--- src/hw/noc_pkg.sv ---
// Shared constants and types for the offload common configuration registers
package noc_pkg;
	localparam int          ADDR_W          = 16;
	localparam int          DATA_W          = 8;
	localparam int          NUM_SOCK        = 4;
	localparam int          BUF_W           = 14;
	localparam int          BASE_W          = 13;
	// Register byte addresses
	localparam logic [15:0] ADR_IRQ_CAUSE   = 16'h0015;
	localparam logic [15:0] ADR_IRQ_MASK    = 16'h0016;
	localparam logic [15:0] ADR_RETRY_HI    = 16'h0017;
	localparam logic [15:0] ADR_RETRY_LO    = 16'h0018;
	localparam logic [15:0] ADR_RETRY_LIM   = 16'h0019;
	localparam logic [15:0] ADR_RX_SPLIT    = 16'h001A;
	localparam logic [15:0] ADR_TX_SPLIT    = 16'h001B;
	localparam logic [15:0] ADR_AUTH_HI     = 16'h001C;
	localparam logic [15:0] ADR_AUTH_LO     = 16'h001D;
	localparam logic [15:0] ADR_LCP_IVL     = 16'h0028;
	localparam logic [15:0] ADR_LCP_MAGIC   = 16'h0029;
	localparam logic [15:0] ADR_UNR_IP0     = 16'h002A;
	localparam logic [15:0] ADR_UNR_PORT0   = 16'h002E;
	localparam logic [15:0] ADR_SOCK_MODE0  = 16'h0400;
	localparam logic [7:0]  SOCK_SPACING_HI = 8'h01;
	// Reset values
	localparam logic [7:0]  RST_IRQ_MASK    = 8'h00;
	localparam logic [15:0] RST_RETRY_TIME  = 16'h07D0;
	localparam logic [7:0]  RST_RETRY_LIM   = 8'h08;
	localparam logic [7:0]  RST_SPLIT       = 8'h55;
	localparam logic [7:0]  RST_LCP_IVL     = 8'h28;
	localparam logic [7:0]  RST_LCP_MAGIC   = 8'h00;
	localparam logic [7:0]  RST_SOCK_MODE   = 8'h00;
	// Cause and mask bit positions
	localparam int          BIT_CONFLICT    = 7;
	localparam int          BIT_UNREACH     = 6;
	localparam int          BIT_PPP_CLOSE   = 5;
	localparam logic [7:0]  STICKY_MASK     = 8'hE0;
	// Socket mode fields
	localparam int          BIT_MULTICAST   = 7;
	localparam int          BIT_ACK_IGMP    = 5;
	localparam logic [3:0]  PROTO_CLOSED    = 4'h0;
	localparam logic [3:0]  PROTO_TCP       = 4'h1;
	localparam logic [3:0]  PROTO_UDP       = 4'h2;
	localparam logic [3:0]  PROTO_IPRAW     = 4'h3;
	localparam logic [3:0]  PROTO_MACRAW    = 4'h4;
	localparam logic [3:0]  PROTO_PPP       = 4'h5;
	// Buffer memory
	localparam logic [14:0] BUF_TOTAL       = 15'h2000;
	localparam logic [14:0] BUF_UNIT        = 15'h0400;
	// Timing
	localparam int          CLK_PERIOD_NS   = 100;
	localparam int          RETRY_UNIT_US   = 100;
	localparam int          LCP_UNIT_MS     = 25;
	localparam int          RETRY_TICK_CYC  = (RETRY_UNIT_US * 1000) / CLK_PERIOD_NS;
	localparam int          LCP_TICK_CYC    = (LCP_UNIT_MS * 1000000) / CLK_PERIOD_NS;
	typedef enum logic {RETRY_IDLE, RETRY_WAIT} noc_retry_t;
endpackage

--- src/hw/noc_config_regs.sv ---
// Common configuration, interrupt mask, retry timers and buffer split of the offload engine
//
// The address-and-strobe port is this design's own decision.
`timescale 1ns/1ns
// How it works
// - Interrupt only when cause and mask both set
// - Mask bits: 7 conflict, 6 unreach, 5 PPP, 3:0 sockets
// - Retry period counts in 100 us units
// - Retry period resets to 2000, 200 ms
// - Retry high byte low address, low byte next
// - Retransmit on missing or late peer reply
// - Count retries to limit, then flag timeout
// - Receive split: two bits per socket, 8K total
// - Size codes give 1, 2, 4, 8 KB
// - Allocate from socket 0 up, skipping any socket that no longer fits
// - Receive split resets to 2 KB each
// - Transmit split works like receive split
// - Read-only auth method, resets to zero
// - LCP echo every interval times 25 ms
// - Magic register feeds LCP negotiation
// - Capture unreachable address and port, read-only
// - Four socket mode registers, 0x100 apart
// - Mode bit 7 enables UDP multicast
// - TCP bit 5 acks every data packet
// - Multicast bit 5 selects IGMP version
// - Interrupt low while any enabled cause set
// - Global causes clear by writing one
module noc_config_regs import noc_pkg::*; #(
	parameter int LCP_TICK = LCP_TICK_CYC
) (
	// Clock and reset
	input  wire logic                         clk,
	input  wire logic                         rst,
	// Register port
	input  wire logic [ADDR_W-1:0]            reg_addr,
	input  wire logic [DATA_W-1:0]            reg_wdata,
	input  wire logic                         reg_wr,
	input  wire logic                         reg_rd,
	output logic      [DATA_W-1:0]            reg_rdata,
	// Interrupt
	output logic                              irq_n,
	// Global events from the protocol engine
	input  wire logic                         conflict_evt,
	input  wire logic                         ppp_close_evt,
	input  wire logic                         unreach_evt,
	input  wire logic [31:0]                  unreach_ip,
	input  wire logic [15:0]                  unreach_port,
	input  wire logic [NUM_SOCK-1:0]          socket_irq_flags,
	input  wire logic                         auth_evt,
	input  wire logic [15:0]                  auth_method,
	// Retransmission control per socket
	input  wire logic [NUM_SOCK-1:0]          sock_wait_start,
	input  wire logic [NUM_SOCK-1:0]          sock_reply,
	output logic      [NUM_SOCK-1:0]          sock_retransmit,
	output logic      [NUM_SOCK-1:0]          sock_timeout,
	// PPP link keepalive
	input  wire logic                         ppp_active,
	output logic                              lcp_echo_req,
	output logic      [7:0]                   lcp_magic,
	// Buffer split
	output logic      [NUM_SOCK*BUF_W-1:0]    rx_sock_size,
	output logic      [NUM_SOCK*BASE_W-1:0]   rx_sock_base,
	output logic      [NUM_SOCK*BUF_W-1:0]    tx_sock_size,
	output logic      [NUM_SOCK*BASE_W-1:0]   tx_sock_base,
	// Socket mode decode
	output logic      [NUM_SOCK*8-1:0]        sock_mode,
	output logic      [NUM_SOCK*4-1:0]        sock_proto,
	output logic      [NUM_SOCK-1:0]          sock_proto_ok,
	output logic      [NUM_SOCK-1:0]          sock_multicast,
	output logic      [NUM_SOCK-1:0]          sock_ack_every,
	output logic      [NUM_SOCK-1:0]          sock_igmp_v1
);

	// Sizes granted in socket order; a socket that no longer fits gets nothing
	function automatic logic [NUM_SOCK*BUF_W-1:0] split_sizes(input logic [7:0] split);
		logic [14:0] used;
		logic [14:0] want;
		logic [NUM_SOCK*BUF_W-1:0] res;
		used = '0;
		res  = '0;
		for (int s = 0; s < NUM_SOCK; s++) begin
			want = BUF_UNIT << split[2*s +: 2];
			if (used + want <= BUF_TOTAL) begin
				res[s*BUF_W +: BUF_W] = want[BUF_W-1:0];
				used = used + want;
			end
		end
		return res;
	endfunction

	function automatic logic [NUM_SOCK*BASE_W-1:0] split_bases(input logic [NUM_SOCK*BUF_W-1:0] sizes);
		logic [14:0] used;
		logic [NUM_SOCK*BASE_W-1:0] res;
		used = '0;
		res  = '0;
		for (int s = 0; s < NUM_SOCK; s++) begin
			res[s*BASE_W +: BASE_W] = used[BASE_W-1:0];
			used = used + {1'b0, sizes[s*BUF_W +: BUF_W]};
		end
		return res;
	endfunction

	function automatic logic [7:0] byte_of(input logic [31:0] word, input logic [1:0] idx);
		return word[(3 - idx)*8 +: 8];
	endfunction

	logic [7:0]  irq_mask_r;
	logic [7:0]  sticky_r;
	logic [15:0] retry_time_r;
	logic [7:0]  retry_lim_r;
	logic [7:0]  rx_split_r;
	logic [7:0]  tx_split_r;
	logic [15:0] auth_r;
	logic [7:0]  lcp_ivl_r;
	logic [7:0]  lcp_magic_r;
	logic [31:0] unr_ip_r;
	logic [15:0] unr_port_r;
	logic [7:0]  mode_r [NUM_SOCK];
	logic [7:0]  rdata_r;
	logic        irq_n_r;

	// Address decode
	wire         sel_cause  = (reg_addr == ADR_IRQ_CAUSE);
	wire         sel_mask   = (reg_addr == ADR_IRQ_MASK);
	wire         sel_rhi    = (reg_addr == ADR_RETRY_HI);
	wire         sel_rlo    = (reg_addr == ADR_RETRY_LO);
	wire         sel_rlim   = (reg_addr == ADR_RETRY_LIM);
	wire         sel_rxs    = (reg_addr == ADR_RX_SPLIT);
	wire         sel_txs    = (reg_addr == ADR_TX_SPLIT);
	wire         sel_ahi    = (reg_addr == ADR_AUTH_HI);
	wire         sel_alo    = (reg_addr == ADR_AUTH_LO);
	wire         sel_livl   = (reg_addr == ADR_LCP_IVL);
	wire         sel_lmag   = (reg_addr == ADR_LCP_MAGIC);
	// The address capture starts mid-word, so it is decoded by offset rather than by aligned bits
	wire [15:0]  uip_off    = reg_addr - ADR_UNR_IP0;
	wire         sel_uip    = (uip_off < 16'h0004);
	wire         sel_unreachable_port_capture  = (reg_addr[15:1] == ADR_UNR_PORT0[15:1]);
	wire [7:0]   mode_hi    = reg_addr[15:8] - ADR_SOCK_MODE0[15:8];
	wire         sel_mode   = (reg_addr[7:0] == ADR_SOCK_MODE0[7:0])
	                          && (mode_hi < 8'(NUM_SOCK * SOCK_SPACING_HI));
	wire [1:0]   mode_idx   = mode_hi[1:0];

	// Cause register: sticky bits on top, socket levels below
	wire [7:0]   cause      = {sticky_r[7:5], 1'b0, socket_irq_flags};
	wire [7:0]   set_evt    = {conflict_evt, unreach_evt, ppp_close_evt, 5'h00};
	wire [7:0]   clr_bits   = (reg_wr && sel_cause) ? (reg_wdata & STICKY_MASK) : 8'h00;
	// A new event wins over a clear in the same cycle
	wire [7:0]   sticky_nxt = (sticky_r & ~clr_bits) | set_evt;
	// Reserved mask bit 4 meets a cause bit that is always zero, so it cannot fire
	wire         irq_any    = |(cause & irq_mask_r);

	// Read mux
	logic [7:0]  rd_mux;
	always_comb begin
		rd_mux = 8'h00;
		if (sel_cause)
			rd_mux = cause;
		else if (sel_mask)
			rd_mux = irq_mask_r;
		else if (sel_rhi)
			rd_mux = retry_time_r[15:8];
		else if (sel_rlo)
			rd_mux = retry_time_r[7:0];
		else if (sel_rlim)
			rd_mux = retry_lim_r;
		else if (sel_rxs)
			rd_mux = rx_split_r;
		else if (sel_txs)
			rd_mux = tx_split_r;
		else if (sel_ahi)
			rd_mux = auth_r[15:8];
		else if (sel_alo)
			rd_mux = auth_r[7:0];
		else if (sel_livl)
			rd_mux = lcp_ivl_r;
		else if (sel_lmag)
			rd_mux = lcp_magic_r;
		else if (sel_uip)
			rd_mux = byte_of(unr_ip_r, uip_off[1:0]);
		else if (sel_unreachable_port_capture)
			rd_mux = reg_addr[0] ? unr_port_r[7:0] : unr_port_r[15:8];
		else if (sel_mode)
			rd_mux = mode_r[mode_idx];
	end

	// Writable configuration
	always_ff @(posedge clk) begin
		if (rst) begin
			irq_mask_r   <= RST_IRQ_MASK;
			retry_time_r <= RST_RETRY_TIME;
			retry_lim_r  <= RST_RETRY_LIM;
			rx_split_r   <= RST_SPLIT;
			tx_split_r   <= RST_SPLIT;
			lcp_ivl_r    <= RST_LCP_IVL;
			lcp_magic_r  <= RST_LCP_MAGIC;
		end else if (reg_wr) begin
			if (sel_mask)
				irq_mask_r <= reg_wdata;
			if (sel_rhi)
				retry_time_r[15:8] <= reg_wdata;
			if (sel_rlo)
				retry_time_r[7:0] <= reg_wdata;
			if (sel_rlim)
				retry_lim_r <= reg_wdata;
			if (sel_rxs)
				rx_split_r <= reg_wdata;
			if (sel_txs)
				tx_split_r <= reg_wdata;
			if (sel_livl)
				lcp_ivl_r <= reg_wdata;
			if (sel_lmag)
				lcp_magic_r <= reg_wdata;
		end
	end

	// Socket mode registers
	generate
		for (genvar n = 0; n < NUM_SOCK; n++) begin : g_mode
			always_ff @(posedge clk) begin
				if (rst)
					mode_r[n] <= RST_SOCK_MODE;
				else if (reg_wr && sel_mode && mode_idx == 2'(n))
					mode_r[n] <= reg_wdata;
			end
			wire [3:0] proto = mode_r[n][3:0];
			wire       multi = mode_r[n][BIT_MULTICAST];
			wire       b5    = mode_r[n][BIT_ACK_IGMP];
			assign sock_mode[n*8 +: 8]  = mode_r[n];
			assign sock_proto[n*4 +: 4] = proto;
			// Raw frame and PPP modes only exist on socket 0
			assign sock_proto_ok[n]     = (proto <= PROTO_IPRAW)
			                              || (n == 0 && (proto == PROTO_MACRAW || proto == PROTO_PPP));
			assign sock_multicast[n]    = multi && proto == PROTO_UDP;
			assign sock_ack_every[n]    = b5 && proto == PROTO_TCP;
			assign sock_igmp_v1[n]      = b5 && multi && proto == PROTO_UDP;
		end
	endgenerate

	// Status capture, cause bits, read data, interrupt
	always_ff @(posedge clk) begin
		if (rst) begin
			sticky_r   <= 8'h00;
			auth_r     <= 16'h0000;
			unr_ip_r   <= 32'h00000000;
			unr_port_r <= 16'h0000;
			rdata_r    <= 8'h00;
			irq_n_r    <= 1'b1;
		end else begin
			sticky_r <= sticky_nxt;
			if (auth_evt)
				auth_r <= auth_method;
			if (unreach_evt) begin
				unr_ip_r   <= unreach_ip;
				unr_port_r <= unreach_port;
			end
			rdata_r <= reg_rd ? rd_mux : 8'h00;
			irq_n_r <= ~irq_any;
		end
	end

	assign reg_rdata = rdata_r;
	assign irq_n     = irq_n_r;
	assign lcp_magic = lcp_magic_r;

	// Buffer split outputs, registered
	logic [NUM_SOCK*BUF_W-1:0]  rx_size_r;
	logic [NUM_SOCK*BUF_W-1:0]  tx_size_r;
	logic [NUM_SOCK*BASE_W-1:0] rx_base_r;
	logic [NUM_SOCK*BASE_W-1:0] tx_base_r;
	wire  [NUM_SOCK*BUF_W-1:0]  rx_size_nxt = split_sizes(rx_split_r);
	wire  [NUM_SOCK*BUF_W-1:0]  tx_size_nxt = split_sizes(tx_split_r);
	always_ff @(posedge clk) begin
		if (rst) begin
			rx_size_r <= '0;
			tx_size_r <= '0;
			rx_base_r <= '0;
			tx_base_r <= '0;
		end else begin
			rx_size_r <= rx_size_nxt;
			tx_size_r <= tx_size_nxt;
			rx_base_r <= split_bases(rx_size_nxt);
			tx_base_r <= split_bases(tx_size_nxt);
		end
	end
	assign rx_sock_size = rx_size_r;
	assign tx_sock_size = tx_size_r;
	assign rx_sock_base = rx_base_r;
	assign tx_sock_base = tx_base_r;

	// 100 us tick shared by all retry timers
	logic [15:0] retry_div_r;
	wire         retry_tick = (retry_div_r == 16'(RETRY_TICK_CYC - 1));
	always_ff @(posedge clk) begin
		if (rst || retry_tick)
			retry_div_r <= 16'h0000;
		else
			retry_div_r <= retry_div_r + 16'h0001;
	end

	// A zero period still waits one tick, so the timer never spins
	wire [15:0] retry_load = (retry_time_r == 16'h0000) ? 16'h0001 : retry_time_r;

	generate
		for (genvar n = 0; n < NUM_SOCK; n++) begin : g_retry
			noc_retry_t st_r;
			logic [15:0] tmr_r;
			logic [7:0]  cnt_r;
			logic        rtx_r;
			logic        tmo_r;
			wire         expire = (st_r == RETRY_WAIT) && retry_tick && tmr_r == 16'h0001;
			always_ff @(posedge clk) begin
				if (rst) begin
					st_r  <= RETRY_IDLE;
					tmr_r <= 16'h0000;
					cnt_r <= 8'h00;
					rtx_r <= 1'b0;
					tmo_r <= 1'b0;
				end else begin
					rtx_r <= 1'b0;
					tmo_r <= 1'b0;
					unique case (st_r)
						RETRY_IDLE: begin
							if (sock_wait_start[n]) begin
								st_r  <= RETRY_WAIT;
								tmr_r <= retry_load;
								cnt_r <= 8'h00;
							end
						end
						RETRY_WAIT: begin
							if (sock_reply[n] && !expire) begin
								st_r <= RETRY_IDLE;
							end else if (expire) begin
								if (cnt_r == retry_lim_r) begin
									tmo_r <= 1'b1;
									st_r  <= RETRY_IDLE;
								end else begin
									rtx_r <= 1'b1;
									cnt_r <= cnt_r + 8'h01;
									tmr_r <= retry_load;
								end
							end else if (retry_tick) begin
								tmr_r <= tmr_r - 16'h0001;
							end
						end
					endcase
				end
			end
			assign sock_retransmit[n] = rtx_r;
			assign sock_timeout[n]    = tmo_r;
		end
	endgenerate

	// LCP echo interval: 25 ms prescaler, then interval count
	logic [31:0] lcp_div_r;
	logic [7:0]  lcp_cnt_r;
	logic        lcp_req_r;
	wire         lcp_tick = (lcp_div_r == 32'(LCP_TICK - 1));
	always_ff @(posedge clk) begin
		if (rst || !ppp_active) begin
			lcp_div_r <= 32'h00000000;
			lcp_cnt_r <= 8'h00;
			lcp_req_r <= 1'b0;
		end else begin
			lcp_req_r <= 1'b0;
			if (lcp_tick) begin
				lcp_div_r <= 32'h00000000;
				if (lcp_cnt_r + 8'h01 >= lcp_ivl_r) begin
					lcp_cnt_r <= 8'h00;
					lcp_req_r <= 1'b1;
				end else begin
					lcp_cnt_r <= lcp_cnt_r + 8'h01;
				end
			end else begin
				lcp_div_r <= lcp_div_r + 32'h00000001;
			end
		end
	end
	assign lcp_echo_req = lcp_req_r;

endmodule // noc_config_regs

--- config.mk ---
export PLATFORM = sky130hd
export DESIGN_NAME = noc_config_regs
export DESIGN_NICKNAME = d
export VERILOG_FILES = /design/src/hw/noc_pkg.sv /design/src/hw/noc_config_regs.sv
export SDC_FILE = /design/constraint.sdc
export NUM_CORES = 1
export LEC_CHECK = 0
export BUFFER_PORTS_ARGS = -buffer_cell sky130_fd_sc_hd__buf_2
export CORE_MARGIN = 1
export CORE_UTILIZATION = 61
export DETAILED_ROUTE_END_ITERATION = 12
export PLACE_DENSITY = 0.95
export SYNTH_ARGS = -nofsm -noshare
export SYNTH_HDL_FRONTEND = slang
export SYNTH_SLANG_ARGS = --single-unit
export TNS_END_PERCENT = 30
--- constraint.sdc ---
create_clock -name clk -period 11.55 [get_ports clk]
set_input_delay 1.7325 -clock clk [delete_from_list [all_inputs] [get_ports clk]]
set_output_delay 1.7325 -clock clk [all_outputs]
set_load 0.03 [all_outputs]
# Word level (Yosys, flattened, before mapping)

Memory sizes are Yosys's and may differ from the RTL's.
Cells that the tools add are included.

Flip-flop bits (word level): 526
Memory bits (writable): 32
Bits of input ports: 109
Output and inout port bits: 306
Word-level logic and storage cells: 367
Memories: 1

Add/sub/neg operators: 24
Magnitude comparators: 15
Eq/ne operators: 59
Shift operators: 9
Muxes and demuxes: 117
Bitwise logic cells: 21
Reductions and logical operators: 74

Memory list:

| memory | depth | width | read ports | clocked after memory_dff | wr ports | line                   | RTL |
|---|---|---|---|---|---|---|---|
| mode_r | 4     | 8     | 5          | 0                        | 4        | noc_config_regs.sv:118 | `logic [7:0] mode_r [NUM_SOCK];` |

Operator list:

| operator                                                                           | count |
|---|---|
| 16-bit 2-to-1 mux                                                                  | 21 |
| 8-bit 2-to-1 mux                                                                   | 37 |
| 16-bit by 5-bit equality test with 1-bit output, second input constant             | 9 |
| 16-bit one-hot mux with 2 select lines                                             | 4 |
| 15-bit by 14-bit less-or-equal comparator with 1-bit output, second input constant | 8 |
| 11-bit by 2-bit left shift with 15-bit output, first input constant                | 8 |
| 15-bit adder                                                                       | 6 |
| 15-bit 2-to-1 mux                                                                  | 6 |
| 14-bit 2-to-1 mux                                                                  | 6 |
| 16-bit by 1-bit equality test with 1-bit output, second input constant             | 4 |
| 8-bit one-hot mux with 2 select lines                                              | 4 |
| 16-bit by 1-bit subtractor with 16-bit output, second input constant               | 4 |
| 13-bit adder                                                                       | 4 |
| 8-bit by 1-bit adder with 8-bit output, second input constant                      | 5 |
| 1-bit logical AND                                                                  | 35 |
| 1-bit 2-to-1 mux                                                                   | 35 |
| 32-bit by 33-bit variable part select with 8-bit output                            | 1 |
| 32-bit by 1-bit adder with 32-bit output, second input constant                    | 1 |
| 16-bit by 6-bit equality test with 1-bit output, second input constant             | 2 |
| 32-bit by 18-bit equality test with 1-bit output, second input constant            | 1 |
| 8-bit equality test                                                                | 4 |
| 4-bit AND reduction                                                                | 8 |
| 2-bit != test, second input constant                                               | 12 |
| 16-bit by 1-bit adder with 16-bit output, second input constant                    | 1 |
| 33 further kinds                                                                   | 93 |

# Longest topological paths before layout

Gate-level depths: netlist of the first run.

Depth after elaboration: 17
Depth in mapped cells: 25

# Least setup slack after synthesis of the first run

Ideal clock, no wire load.

Path kind: reg-to-reg
From: reg tx_split_r[2]
To: reg tx_size_r[52] (netlist: tx_sock_size[52])
Library setup time: 0.061 ns
Data arrival time: 5.505 ns
Data required time: 11.489 ns
Path slack: 5.985 ns
Stages on the path, launching flop included: 26
Buffers on the path: 2
Cell sequence: dfxtp_1 -> clkbuf_1 -> nand2b_1 -> xnor2_1 -> ha_1 -> nor2b_1 -> a211o_1 -> o221ai_1 -> nor3_1 -> or2_2 -> and2_1 -> clkbuf_1 -> mux2_2 -> ha_1 -> fa_1 -> xor2_1 -> nor3_1 -> o21ai_1 -> mux2_2 -> ha_1 -> a21o_1 -> a21oi_1 -> xor2_1 -> a31oi_1 -> a2111oi_0 -> and2_1

Word-level cells in the longest chain between the ends: 11

Ends and longest elaborated chain:

| what                                                          | line                                         | RTL |
|---|---|---|
| start, declared                                               | noc_config_regs.sv:112                       | `logic [7:0] tx_split_r;` |
| start signal, assigned                                        | noc_config_regs.sv:208                       | `tx_split_r <= reg_wdata;` |
| 11-bit by 2-bit left shift with 15-bit output *               | noc_config_regs.sv:82                        | `want = BUF_UNIT << split[2*s +: 2];` |
| 15-bit adder *                                                | noc_config_regs.sv:83, noc_config_regs.sv:85 |  |
| 15-bit by 14-bit less-or-equal comparator with 1-bit output   | noc_config_regs.sv:83                        | `if (used + want <= BUF_TOTAL) begin` |
| 15-bit 2-to-1 mux *                                           | noc_config_regs.sv:83                        |  |
| 15-bit adder                                                  | noc_config_regs.sv:83, noc_config_regs.sv:85 |  |
| 15-bit by 14-bit less-or-equal comparator with 1-bit output   | noc_config_regs.sv:83                        |  |
| 15-bit 2-to-1 mux *                                           | noc_config_regs.sv:83                        |  |
| 15-bit adder *                                                | -                                            |  |
| 15-bit by 14-bit less-or-equal comparator with 1-bit output * | noc_config_regs.sv:83                        |  |
| 1-bit NOT (no line) *                                         | -                                            |  |
| 2-bit OR reduction (no line) *                                | -                                            |  |
| end signal, assigned                                          | noc_config_regs.sv:280                       | `tx_size_r <= tx_size_nxt;` |
| end, declared                                                 | noc_config_regs.sv:267                       | `logic [NUM_SOCK*BUF_W-1:0] tx_size_r;` |

Every way passes the cells marked *; elsewhere a longest branch is shown, timed or not.
A chain may end at the register's enable or synchronous reset.

# Worst setup path after layout of the first run

From: reg rx_split_r[0]
To: reg rx_size_r[54] (netlist: rx_sock_size[54])

Word-level cells in the longest chain between the ends: 13

Ends and longest elaborated chain:

| what                                                          | line                                         | RTL |
|---|---|---|
| start, declared                                               | noc_config_regs.sv:111                       | `logic [7:0] rx_split_r;` |
| start signal, assigned                                        | noc_config_regs.sv:206                       | `rx_split_r <= reg_wdata;` |
| 11-bit by 2-bit left shift with 15-bit output *               | noc_config_regs.sv:82                        |  |
| 15-bit by 14-bit less-or-equal comparator with 1-bit output   | noc_config_regs.sv:83                        |  |
| 15-bit 2-to-1 mux *                                           | noc_config_regs.sv:83                        |  |
| 15-bit adder                                                  | noc_config_regs.sv:83, noc_config_regs.sv:85 |  |
| 15-bit by 14-bit less-or-equal comparator with 1-bit output   | noc_config_regs.sv:83                        |  |
| 15-bit 2-to-1 mux *                                           | noc_config_regs.sv:83                        |  |
| 15-bit adder                                                  | noc_config_regs.sv:83, noc_config_regs.sv:85 |  |
| 15-bit by 14-bit less-or-equal comparator with 1-bit output   | noc_config_regs.sv:83                        |  |
| 15-bit 2-to-1 mux *                                           | noc_config_regs.sv:83                        |  |
| 15-bit adder *                                                | -                                            |  |
| 15-bit by 14-bit less-or-equal comparator with 1-bit output * | noc_config_regs.sv:83                        |  |
| 1-bit NOT (no line) *                                         | -                                            |  |
| 2-bit OR reduction (no line) *                                | -                                            |  |
| end signal, assigned                                          | noc_config_regs.sv:279                       | `rx_size_r <= rx_size_nxt;` |
| end, declared                                                 | noc_config_regs.sv:266                       | `logic [NUM_SOCK*BUF_W-1:0] rx_size_r;` |

Marked as above.

==> results by group, run 1 <==
Yosys
  – Synth Area in XOR/XNOR: 0.0518
  – Ys async rst share: 0
  – Yosys reg bits: around 380
  – Cell variety after synth: between 70 and 80
  – Syn Inst Count: about 2.5k
  – Adder-cell area share of the yosys netlist: 0.0379
  – Mux cell area share after synthesis: 0.0829
  – Simple-Gate Fraction of Synth Area: 0.213
  – Syn. warnings: 0
  – Synthesized area: roughly 21000 µm²
  – Post-synth EDFFs: 32
  – Avg Inst Size Synth: 8.58 µm²
  – Sequential area share after synthesis: 0.376
  – Top_reg_cell synth: dfxtp_1
  – Main combinational cell family by area after synthesis: simple AND/OR/NAND/NOR gates
  – Post-synthesis compound-gate area fraction: 0.130

Global route
  – Vias in the first global route: between 15k and 20k
  – First-pass GRT wire length: 90200 µm
  – Largest net degree at the start of global routing: 88
  – Initial antenna violation count: 4
  – All-Layer GR Usage: 0.317
  – GR Overflow Total: 0

Critical path
  – Req. time, crit path: between 10 and 15 ns
  – Crit path top cell by count: ha_1
  – Worst path cell trace: nor2b_1 -> xnor2_1 -> ha_1 -> and3b_1 -> o21ai_0 -> o311ai_1 -> o31ai_1 -> nand2_1 -> mux2_2 -> ha_1 -> fa_1 -> xor2_1 -> nor3_1 -> o21ai_1 -> mux2_2 -> ha_1 -> a21o_1 -> a21oi_1 -> xor2_1 -> a31oi_1 -> a2111oi_0 -> and2_1
  – CP delay by family, top: compound AO/OA/AOI/OAI gates
  – Max FO, Critical Path: 12
  – Bufs and invs on worst path: 0
  – Crit path capture type: flip-flop
  – Critical path's largest stage delay: ~0.73 ns
  – Crit-path slowest cell: a2111oi_0
  – Critical Path AT: roughly 7 ns
  – Setup CP Type: flip-flop to flip-flop
  – Startpoint Class: flip-flop

Placement
  – RePlAce Congestion: around 0.93
  – DP HPWL: roughly 41000 µm
  – Port bufs: approximately 250
  – Place WS: roughly 5.0 ns
  – Dpl cells: about 3.0k

Route
  – WL final: roughly 58000 µm
  – 1st-pass router iterations: 7
  – DRC Markers: 0
  – DRT antenna net count: 0
  – Vias: 18.5k
  – Vias per cell: 5.99
  – WL per Instance: 18.9 µm
  – Drt first-iter violations: around 1.6k

Timing
  – Slew HR: 0.108
  – Crit share post-route: 0.580
  – Final setup TNS: 0 ns
  – RSZ-0062 raised after global routing: false
  – Final slew viol count: 0
  – Fmax achieved: 0.149 GHz
  – Setup-failing EPs final: 0
  – Final Worst Setup Slack: between 4 and 5 ns
  – Slew at the pin with the worst max-slew slack: about 1.3 ns
  – Minimum clock period: ~6.7 ns
  – Final hold viol count: 0
  – Worst Skew: 0.0229 ns

Final layout
  – Final Net Count: between 2k and 3k
  – Fillers: 2602
  – Non-filler cells, final: around 3k
  – Core Util, Final: 0.681
  – Layout area overhead: 8.96%
  – Layout cells sized above 1: 0.147

Clock tree
  – Clock buffer count from CTS: just over 40
  – TritonCTS clock tree: yes
  – Worst-case clock buffer depth: 3
  – CTS sink cnt: between 300 and 400
  – Clock latency reported for the late side of the worst-skew pair: between 0.5 and 0.6 ns
  – H-tree level count: 2
  – CTS resizes: 0
  – Reg clk slew, reported paths: about 0.06 ns
  – Hold Buf Count CTS: 0
  – Root Driver: clkbuf_16
  – # Post-CTS Setup Buffers: 0

Job
  – Max-cap violations: 0

Pwr
  – Leak pwr: 9.98 nW
  – Power Density: about 140 nW/µm²
  – Power, Total: roughly 3.2 mW
  – VDD IR max: roughly 0.11 mV

Die
  – Die Y: 188 µm
  – Die area: about 35000 µm²
  – Core area: about 34000 µm²
  – Row cnt: 67
  – Die width: roughly 190 µm
  – Starting Density: 0.625
  – I/O Pins: 415

Run status
  – Outcome: finished, final reports clean

Worst hold path
  – Hold Crit Class: flip-flop to flip-flop
-- report_power, final --
part / internal (mW) / switching [mW] / leakage (nW)
combinational: 0.108 / 0.285 / 6.16
sequential: 1.37 / 0.0345 / 3.15
clock: 0.804 / 0.559 / 0.676
total: 2.28 / 0.878 / 9.98
-- cells in the mapped netlist (10+ instances only) --
cell / number / area [µm²]
o31ai_1: 11 / 82.6
and2_1: 56 / 350
nor2b_1: 28 / 175
a31oi_1: 13 / 81.3
nor4_1: 31 / 194
or3_1: 15 / 93.8
a22oi_1: 53 / 398
nand4_1: 28 / 175
inv_1: 70 / 263
nor3_1: 54 / 270
nand3_1: 55 / 275
o211ai_1: 11 / 82.6
ha_1: 52 / 651
mux2i_1: 122 / 1220
buf_2: 14 / 70.1
or2_2: 11 / 68.8
dfxtp_1: 349 / 6990
a22o_1: 13 / 114
o22ai_1: 16 / 100
a221oi_1: 13 / 114
mux2_2: 15 / 169
clkbuf_1: 102 / 383
xnor2_1: 61 / 534
nor2_1: 344 / 1290
mux4_2: 16 / 360
a211o_1: 13 / 114
a21o_1: 10 / 75.1
o41ai_1: 11 / 96.3
and4_1: 10 / 87.6
buf_4: 205 / 1540
xor2_1: 64 / 561
a211oi_1: 13 / 97.6
nand2b_1: 37 / 231
edfxtp_1: 32 / 961
and3_1: 25 / 156
a21oi_1: 80 / 400
o21ai_0: 108 / 541
nand2_1: 193 / 724
-- through the flow --
step / cell area [µm²] / hold WS, ns
after floorplan: 21700 / 0.413
after global placement: 21600 / 0.422
after detailed placement: 21600 / 0.442
after CTS: 23000 / 0.456
after global routing: 23000 / 0.484
final: 23000 / 0.447
-- cell type report --
class	instances	area, µm²	share of cell area
Multi-Input combinational cell	1846	11500	0.500
Sequential cell	381	7950	0.345
Timing Repair Buffer	257	1320	0.0572
Clock buffer	54	1120	0.0489
Tap cell	448	561	0.0244
Clock inverter	21	270	0.0117
Inverter	71	267	0.0116
Antenna cell	4	10.0	0.000435
-- cells by family after synthesis --
logic type / Yosys count
xor+xnor: 125
flops: 381
fa+ha+maj: 60
mux: 153
other cells: 1
buf+inv: 398
simple gates: 929
compound gates: 413
-- sequential cells by signal, summed over array words and instances (netlist names), 4 cells and up --
register       count
tx_sock_base       9
tx_split_r         8
rx_sock_size      13
g_retry.cnt_r     32
unr_port_r        16
g_retry.rtx_r      4
retry_div_r       16
retry_time_r      16
g_retry.st_r       4
auth_r            16
rx_split_r         8
irq_mask_r         8
lcp_cnt_r          8
retry_lim_r        8
unr_ip_r          32
lcp_magic          8
rx_sock_base       9
mode_r            32
reg_rdata          8
g_retry.tmo_r      4
tx_sock_size      13
lcp_ivl_r          8
lcp_div_r         32
g_retry.tmr_r     64
-- per-layer routing --
layer,vias to the layer above,part of all wire,global-route usage
met5,-,0.00021,0
met4,2,0.048,0.159
met3,216,0.099,0.0666
met2,1096,0.47,0.525
met1,8654,0.38,0.390
li1,8485,-,-
-- cell usage in the layout, fill, tap and decap left out, types with 52 or more instances in the layout --
cell and count:
a21oi_1 80, a22oi_1 53, and2_1 56, buf_2 247
conb_1 166, dfxtp_1 349, ha_1 52, inv_1 70
mux2i_1 122, nand2_1 193, nand3_1 55, nor2_1 344
nor3_1 54, o21ai_0 107, xnor2_1 61, xor2_1 64
-- worst paths after layout --
path,startpoint,endpoint,slack (ns),cells after the start
max,rx_split_r[0]$_SDFFE_PP1P_,rx_sock_size[54]$_SDFF_PP0_,4.86,22
min,lcp_div_r[0]$_SDFF_PP0_,lcp_div_r[0]$_SDFF_PP0_,0.45,1
max reg2reg,rx_split_r[0]$_SDFFE_PP1P_,rx_sock_size[54]$_SDFF_PP0_,4.86,22
min reg2reg,lcp_div_r[0]$_SDFF_PP0_,lcp_div_r[0]$_SDFF_PP0_,0.45,1
(Power assumes the default switching activity.)
==> run 2: changes to the inputs <==
--- a/config.mk
+++ b/config.mk
@@ -7,9 +7,9 @@
 export LEC_CHECK = 0
 export BUFFER_PORTS_ARGS = -buffer_cell sky130_fd_sc_hd__buf_2
 export CORE_MARGIN = 1
-export CORE_UTILIZATION = 61
+export CORE_UTILIZATION = 56
 export DETAILED_ROUTE_END_ITERATION = 12
-export PLACE_DENSITY = 0.95
+export PLACE_DENSITY = 0.93
 export SYNTH_ARGS = -nofsm -noshare
 export SYNTH_HDL_FRONTEND = slang
 export SYNTH_SLANG_ARGS = --single-unit
==> constraint.sdc (replaced) <==
create_clock -name clk -period 6.7 [get_ports clk]
set_input_delay 1.005 -clock clk [delete_from_list [all_inputs] [get_ports clk]]
set_output_delay 1.005 -clock clk [all_outputs]
set_load 0.03 [all_outputs]
==> run 2 against run 1 <==
Total power increased by 71%. Hold slack got worse by 0.0028 ns. Global-route usage decreased by 2.3 points. Combinational power increased by 73%. First-iteration DRC count decreased by 0.37%. Register-to-register slack got worse by 4.3 ns. Critical endpoint is now tx_sock_size[54]$_SDFF_PP0_. Largest power group unchanged.
==> results by group, run 2 (synthesis results as in run 1) <==
Final layout
  – Layout cells sized above 1: 0.147 (+0.000648)
  – Commonest non-fill, non-tap cell in the layout: dfxtp_1
  – Final Net Count: 2768 (+0.072%)
  – Non-filler cells, final: 3140 (+1.9%)
  – Largest Register: g_retry.tmr_r
  – Layout area overhead: 9.29%
  – Most frequent cells in the layout: dfxtp_1, nor2_1, buf_2
  – Design Area, Final: 23100 µm² (+0.30%)
  – Max reg flops: 64 (unchanged)

Route
  – WL final: 58000 µm (-0.40%)
  – 1st-pass router iterations: 6 (-1)
  – WL per Instance: 18.5 µm (-2.2%)
  – Vias per cell: 5.81 (-2.9%)
  – DRC Markers: 0 (unchanged)
  – Drt first-iter violations: 1636 (-0.37%)
  – DRT antenna net count: 0 (unchanged)
  – Vias: 18.2k (-1.1%)

Clock tree
  – Hold Buf Count CTS: 0 (unchanged)
  – Clock buffer count from CTS: 41 (unchanged)
  – CTS sink cnt: 381 (unchanged)
  – H-tree level count: 2 (unchanged)
  – Clock latency reported for the late side of the worst-skew pair: 0.57 ns (about the same)
  – Worst-case clock buffer depth: 3 (unchanged)
  – Reg clk slew, reported paths: 0.06 ns (about the same)
  – TritonCTS clock tree: yes
  – Root Driver: clkbuf_16

Timing
  – WHS: 0.444 ns (-0.00284 ns)
  – RSZ-0062 raised after global routing: false
  – Setup-failing EPs final: 0 (unchanged)
  – Slew at the pin with the worst max-slew slack: 1.30 ns (-0.0223 ns)
  – Worst Skew: 0.0236 ns (+0.000775 ns)
  – Slew HR: 0.123 (+0.0150)
  – Fmax achieved: 0.164 GHz (+9.5%)
  – Final slew viol count: 0 (unchanged)
  – Final setup TNS: 0 ns (unchanged)
  – Final hold viol count: 0 (unchanged)
  – Crit share post-route: 0.912 (+0.333)
  – Minimum clock period: 6.11 ns (-0.581 ns)

Global route
  – GR Overflow Total: 0 (unchanged)
  – Largest net degree at the start of global routing: 156 (+77%)
  – Initial antenna violation count: 6 (+2)
  – Vias in the first global route: 17.0k (-1.4%)
  – All-Layer GR Usage: 0.294 (-0.0229)
  – First-pass GRT wire length: 90000 µm (-0.22%)

Run status
  – Outcome: finished, final reports clean

Placement
  – Dpl cells: 3061 (+1.9%)
  – Placed inst area: 21700 µm² (+0.45%)
  – DP HPWL: 41800 µm (+1.5%)
  – Port bufs: 248 (unchanged)
  – RePlAce Congestion: 0.918 (-1.6%)

Die
  – Die Y: 196 µm (+4.3%)
  – Core area: 36900 µm² (+9.1%)
  – Row cnt: 70 (+4.5%)
  – Die area: 38500 µm² (+8.8%)
  – Starting Density: 0.573 (-0.0524)
  – Die width: 196 µm (+4.3%)
  – I/O Pins: 415 (unchanged)

Critical path
  – Crit path top cell by count: ha_1
  – Setup CP Type: flip-flop to flip-flop
  – Critical Path AT: 6.62 ns (-0.58 ns)
  – FF-to-FF setup slack: 0.59 ns (-4.27 ns)
  – Bufs and invs on worst path: 3 (+3)
  – Critical path's largest stage delay: 0.65 ns (-0.08 ns)
  – Startpoint Class: flip-flop
  – Max FO, Critical Path: 8 (-4)
  – Req. time, crit path: 7.20 ns (-4.86 ns)
  – Crit-path slowest cell: a2111oi_0
  – Crit path capture type: flip-flop
  – CP delay by family, top: compound AO/OA/AOI/OAI gates

Pwr
  – VDD IR max: 0.209 mV (+88%)
  – Clock share of power: 0.425 (-0.006)
  – Combinational Power Share: 0.126 (+0.002)
  – Sw frac: 0.276 (-0.00230)
  – Power Density: 234 nW/µm² (+70%)
  – Sequential power share: 0.449 (+0.004)
  – Internal power: 3.91 mW (+71%)
  – Leak pwr: 9.99 nW (+0.16%)
  – NetSw: 1.49 mW (+69%)

Worst hold path
  – Hold Crit Class: flip-flop to flip-flop

Job
  – Max-cap violations: 0 (unchanged)
==> run 2: power groups by stage <==
| stage | Combinational (mW) | Clock, mW | Sequential [mW] |
|---|---|---|---|
| detailed placement | 0.660 | 0 | 2.47 |
| global placement | 0.641 | 0 | 2.46 |
| finish | 0.680 | 2.30 | 2.42 |
| CTS | 0.667 | 2.32 | 2.42 |
| floorplan | 0.569 | 0 | 2.48 |
| global route | 0.733 | 2.43 | 2.43 |
==> run 2: layer usage <==
metal / GRT usage / share of wire / wire, µm / up-vias
li1: - / - / - / 8491
met1: 0.363 / 0.39 / 22500 / 8593
met2: 0.480 / 0.46 / 26900 / 987
met3: 0.0724 / 0.10 / 5790 / 171
met4: 0.143 / 0.046 / 2700 / 4
met5: 0 / 0.00040 / 23 / -
==> run 2: final timing paths <==
kind,endpoint,from,cells past startpoint
setup / recovery,tx_sock_size[54]$_SDFF_PP0_,tx_split_r[0]$_SDFFE_PP1P_,25
hold / removal,lcp_div_r[0]$_SDFF_PP0_,lcp_div_r[0]$_SDFF_PP0_,1
setup reg to reg,tx_sock_size[54]$_SDFF_PP0_,tx_split_r[0]$_SDFFE_PP1P_,25
hold reg to reg,lcp_div_r[0]$_SDFF_PP0_,lcp_div_r[0]$_SDFF_PP0_,1
==> run 2: timing repair <==
action,in CTS,in global routing
setup endpoints to repair,0,4
buffers inserted,0,0
resized for setup,0,2
==> run 2: worst reg2reg max path, cell delays in order, from the launching register on <==
cell	delay, ns
dfxtp_1	0.47
inv_1	0.14
nor2_1	0.32
xnor2_1	0.18
ha_1	0.29
nor2b_1	0.09
a211o_1	0.28
o221ai_1	0.10
nor3_1	0.09
or2_2	0.29
and2_1	0.23
mux2_2	0.31
ha_1	0.21
fa_1	0.41
a21o_1	0.17
a21oi_1	0.20
o21ai_1	0.12
buf_4	0.18
mux2_2	0.22
ha_1	0.15
inv_1	0.05
fa_1	0.40
xor2_1	0.18
a31oi_1	0.10
a2111oi_0	0.65
and2_1	0.22
==> run 2: final cells by class <==
type	instances	area [µm²]
Fill cell	3006	13800
Multi-Input combinational cell	1846	11500
Sequential cell	381	7950
Timing Repair Buffer	259	1340
Clock buffer	55	1150
Tap cell	504	631
Inverter	71	267
Clock inverter	20	209
Antenna cell	4	10.0
==> run 2: through the flow <==
stage | setup WS, ns | utilization | power, mW
finish | 0.587 | 0.626 | 5.40
global route | 0.101 | 0.626 | 5.59
CTS | 0.461 | 0.625 | 5.41
detailed placement | 0.414 | 0.588 | 3.13
global placement | 0.621 | 0.588 | 3.11
floorplan | 1.13 | - | 3.05
==> run 3: changes to the inputs <==
--- a/config.mk
+++ b/config.mk
@@ -9,7 +9,7 @@
 export CORE_MARGIN = 1
 export CORE_UTILIZATION = 56
 export DETAILED_ROUTE_END_ITERATION = 12
-export PLACE_DENSITY = 0.93
+export PLACE_DENSITY = 0.81
 export SYNTH_ARGS = -nofsm -noshare
 export SYNTH_HDL_FRONTEND = slang
 export SYNTH_SLANG_ARGS = --single-unit
==> run 3 against run 2 <==
Largest power group unchanged. Hold slack worse by 0.0072 ns. Clock skew is 0.0070 ns lower. Largest cell class unchanged. Design area is 0.13% lower. Total power is 0.88% lower.
==> results by group, run 3 (synthesis results as in run 1) <==
Run status
  – Outcome: finished, final reports clean

Critical path
  – Startpoint Class: flip-flop
  – Critical Path AT: 6.76 ns (+0.14 ns)
  – Crit path capture type: flip-flop
  – R2R Path End: tx_sock_size[55]$_SDFF_PP0_
  – CP Launch Point: tx_split_r[0]$_SDFFE_PP1P_
  – FF-to-FF setup slack: 0.45 ns (-0.14 ns)
  – R2R cell count: 24 (-4.0%)
  – R2R Path Start: tx_split_r[0]$_SDFFE_PP1P_
  – Req. time, crit path: 7.20 ns (about the same)
  – Max FO, Critical Path: 9 (+1)
  – Setup CP Type: flip-flop to flip-flop

Clock tree
  – Clock buffer count from CTS: 41 (unchanged)
  – # Post-CTS Setup Buffers: 0 (unchanged)
  – Clock latency reported for the late side of the worst-skew pair: 0.57 ns (about the same)
  – Reg clk slew, reported paths: 0.06 ns (about the same)
  – CTS sink cnt: 381 (unchanged)
  – TritonCTS clock tree: yes
  – H-tree level count: 2 (unchanged)
  – Worst-case clock buffer depth: 3 (unchanged)
  – Root Driver: clkbuf_16

Die
  – Die Y: 196 µm (unchanged)
  – Core area: 36900 µm² (unchanged)
  – I/O Pins: 415 (unchanged)
  – Die area: 38500 µm² (unchanged)
  – Die width: 196 µm (unchanged)
  – Starting Density: 0.573 (unchanged)
  – Row cnt: 70 (unchanged)

Final layout
  – Largest Register: g_retry.tmr_r
  – Most frequent cells in the layout: dfxtp_1, nor2_1, buf_2
  – Final Net Count: 2768 (unchanged)
  – Max reg flops: 64 (unchanged)
  – Non-filler cells, final: 3143 (+0.096%)
  – Layout cells sized above 1: 0.147 (-0.000380)
  – Layout area overhead: 9.14%
  – Commonest non-fill, non-tap cell in the layout: dfxtp_1

Route
  – DRT antenna net count: 0 (unchanged)
  – DRC Markers: 0 (unchanged)
  – WL per Instance: 18.2 µm (-1.3%)
  – Drt first-iter violations: 1683 (+2.9%)
  – WL final: 57300 µm (-1.2%)
  – Vias per cell: 5.71 (-1.8%)
  – 1st-pass router iterations: 6 (unchanged)
  – Vias: 17.9k (-1.7%)

Pwr
  – Internal power: 3.85 mW (-1.6%)
  – NetSw: 1.50 mW (+1.1%)
  – VDD IR max: 0.225 mV (+7.5%)
  – Sw frac: 0.281 (+0.00549)
  – Sequential power share: 0.452 (+0.003)
  – Leak pwr: 9.97 nW (-0.25%)
  – Power Density: 232 nW/µm² (-0.75%)
  – Clock share of power: 0.422 (-0.003)
  – Combinational Power Share: 0.126 (about the same)

Timing
  – Minimum clock period: 6.25 ns (+0.141 ns)
  – Slew at the pin with the worst max-slew slack: 1.31 ns (+0.00539 ns)
  – Final Worst Setup Slack: 0.447 ns (-0.141 ns)
  – Setup-failing EPs final: 0 (unchanged)
  – Crit share post-route: 0.933 (+0.0210)
  – Final setup TNS: 0 ns (unchanged)
  – Fmax achieved: 0.160 GHz (-2.3%)
  – Final slew viol count: 0 (unchanged)
  – RSZ-0062 raised after global routing: false
  – Final hold viol count: 0 (unchanged)
  – Worst Skew: 0.0167 ns (-0.00699 ns)
  – Slew HR: 0.124 (+0.00119)
  – WHS: 0.437 ns (-0.00717 ns)

Placement
  – Place WS: 0.377 ns (-0.0375 ns)
  – Dpl cells: 3061 (unchanged)
  – RePlAce Congestion: 0.931 (+1.4%)
  – Port bufs: 248 (unchanged)
  – DP HPWL: 41000 µm (-1.9%)

Worst hold path
  – Hold depth: 1 (unchanged)
  – Min-delay src: lcp_div_r[0]$_SDFF_PP0_
  – Worst Hold Endpoint: lcp_div_r[0]$_SDFF_PP0_
  – Hold Crit Class: flip-flop to flip-flop

Global route
  – Largest net degree at the start of global routing: 116 (-26%)
  – Vias in the first global route: 16.3k (-3.7%)
  – Initial antenna violation count: 7 (+1)
  – GR Overflow Total: 0 (unchanged)
  – All-Layer GR Usage: 0.289 (-0.00482)
  – First-pass GRT wire length: 88200 µm (-2.0%)

Job
  – Max-cap violations: 0 (unchanged)
## run 3: cell types whose count changed in the layout (fill, tap and decap cells not counted), moves of 2 or more
cell / change
clkinv_2: -6
diode_2: +3
clkbuf_16: -2
clkbuf_8: +4
bufinv_16: -2
## run 3: repair_timing
item | 4_1_cts | 5_1_grt
gates resized for setup | 0 | 3
hold buffers | 0 | 0
setup endpoints to repair | 0 | 7
## run 3: routing by layer
layer	up-vias	routed length, µm	GRT usage
li1	8491	-	-
met1	8398	22700	0.365
met4	2	2780	0.153
met5	-	13	0
met3	174	5740	0.0672
met2	868	26100	0.461
## run 3: cell type report
cell class                 count  area [µm²]
antenna                        7        17.5
clock buffer                  58        1160
clock inverter                17         170
fill                        3074       13800
inverter                      71         267
multi-input combinational   1846       11500
sequential                   381        7950
tap                          504         631
timing repair buffer         259        1330
## run 3: worst max path at each step
stage	end	slack (ns)	depth (start not counted)
floorplan	tx_sock_size[52]$_SDFF_PP0_	1.13	25
global placement	rx_sock_size[53]$_SDFF_PP0_	0.67	22
detailed placement	rx_sock_size[52]$_SDFF_PP0_	0.38	22
CTS	rx_sock_size[52]$_SDFF_PP0_	0.37	22
global route	tx_sock_size[54]$_SDFF_PP0_	0.07	23
finish	tx_sock_size[55]$_SDFF_PP0_	0.45	24
## run 3: critical path: stages, from the launching register on
cell and delay, ns:
dfxtp_1 0.49, inv_1 0.15, nor2_1 0.29, xnor2_1 0.17
ha_1 0.30, nor2b_1 0.07, a211o_1 0.27, o221ai_1 0.09
nor3_1 0.09, or2_2 0.29, and2_1 0.24, mux2_2 0.31
ha_1 0.21, fa_1 0.41, xor2_1 0.20, nor3_1 0.07
o21ai_1 0.50, mux2_2 0.41, ha_1 0.27, a21o_1 0.18
a21oi_1 0.17, xor2_1 0.16, a31oi_1 0.06, a2111oi_1 0.56
and2_1 0.21
## run 3: through the flow
stage,power [mW],utilization,area [µm²]
after floorplan,3.05,-,21700
after global placement,3.11,0.588,21700
after detailed placement,3.13,0.588,21700
after CTS,5.38,0.624,23000
after global routing,5.55,0.625,23000
final,5.35,0.625,23000
## run 3: power groups by stage
stage	registers [mW]	logic [mW]	clock network (mW)
after floorplan	2.48	0.569	0
after detailed placement	2.47	0.658	0
after global routing	2.43	0.728	2.39
after CTS	2.42	0.662	2.29
after global placement	2.47	0.643	0
final	2.42	0.673	2.26
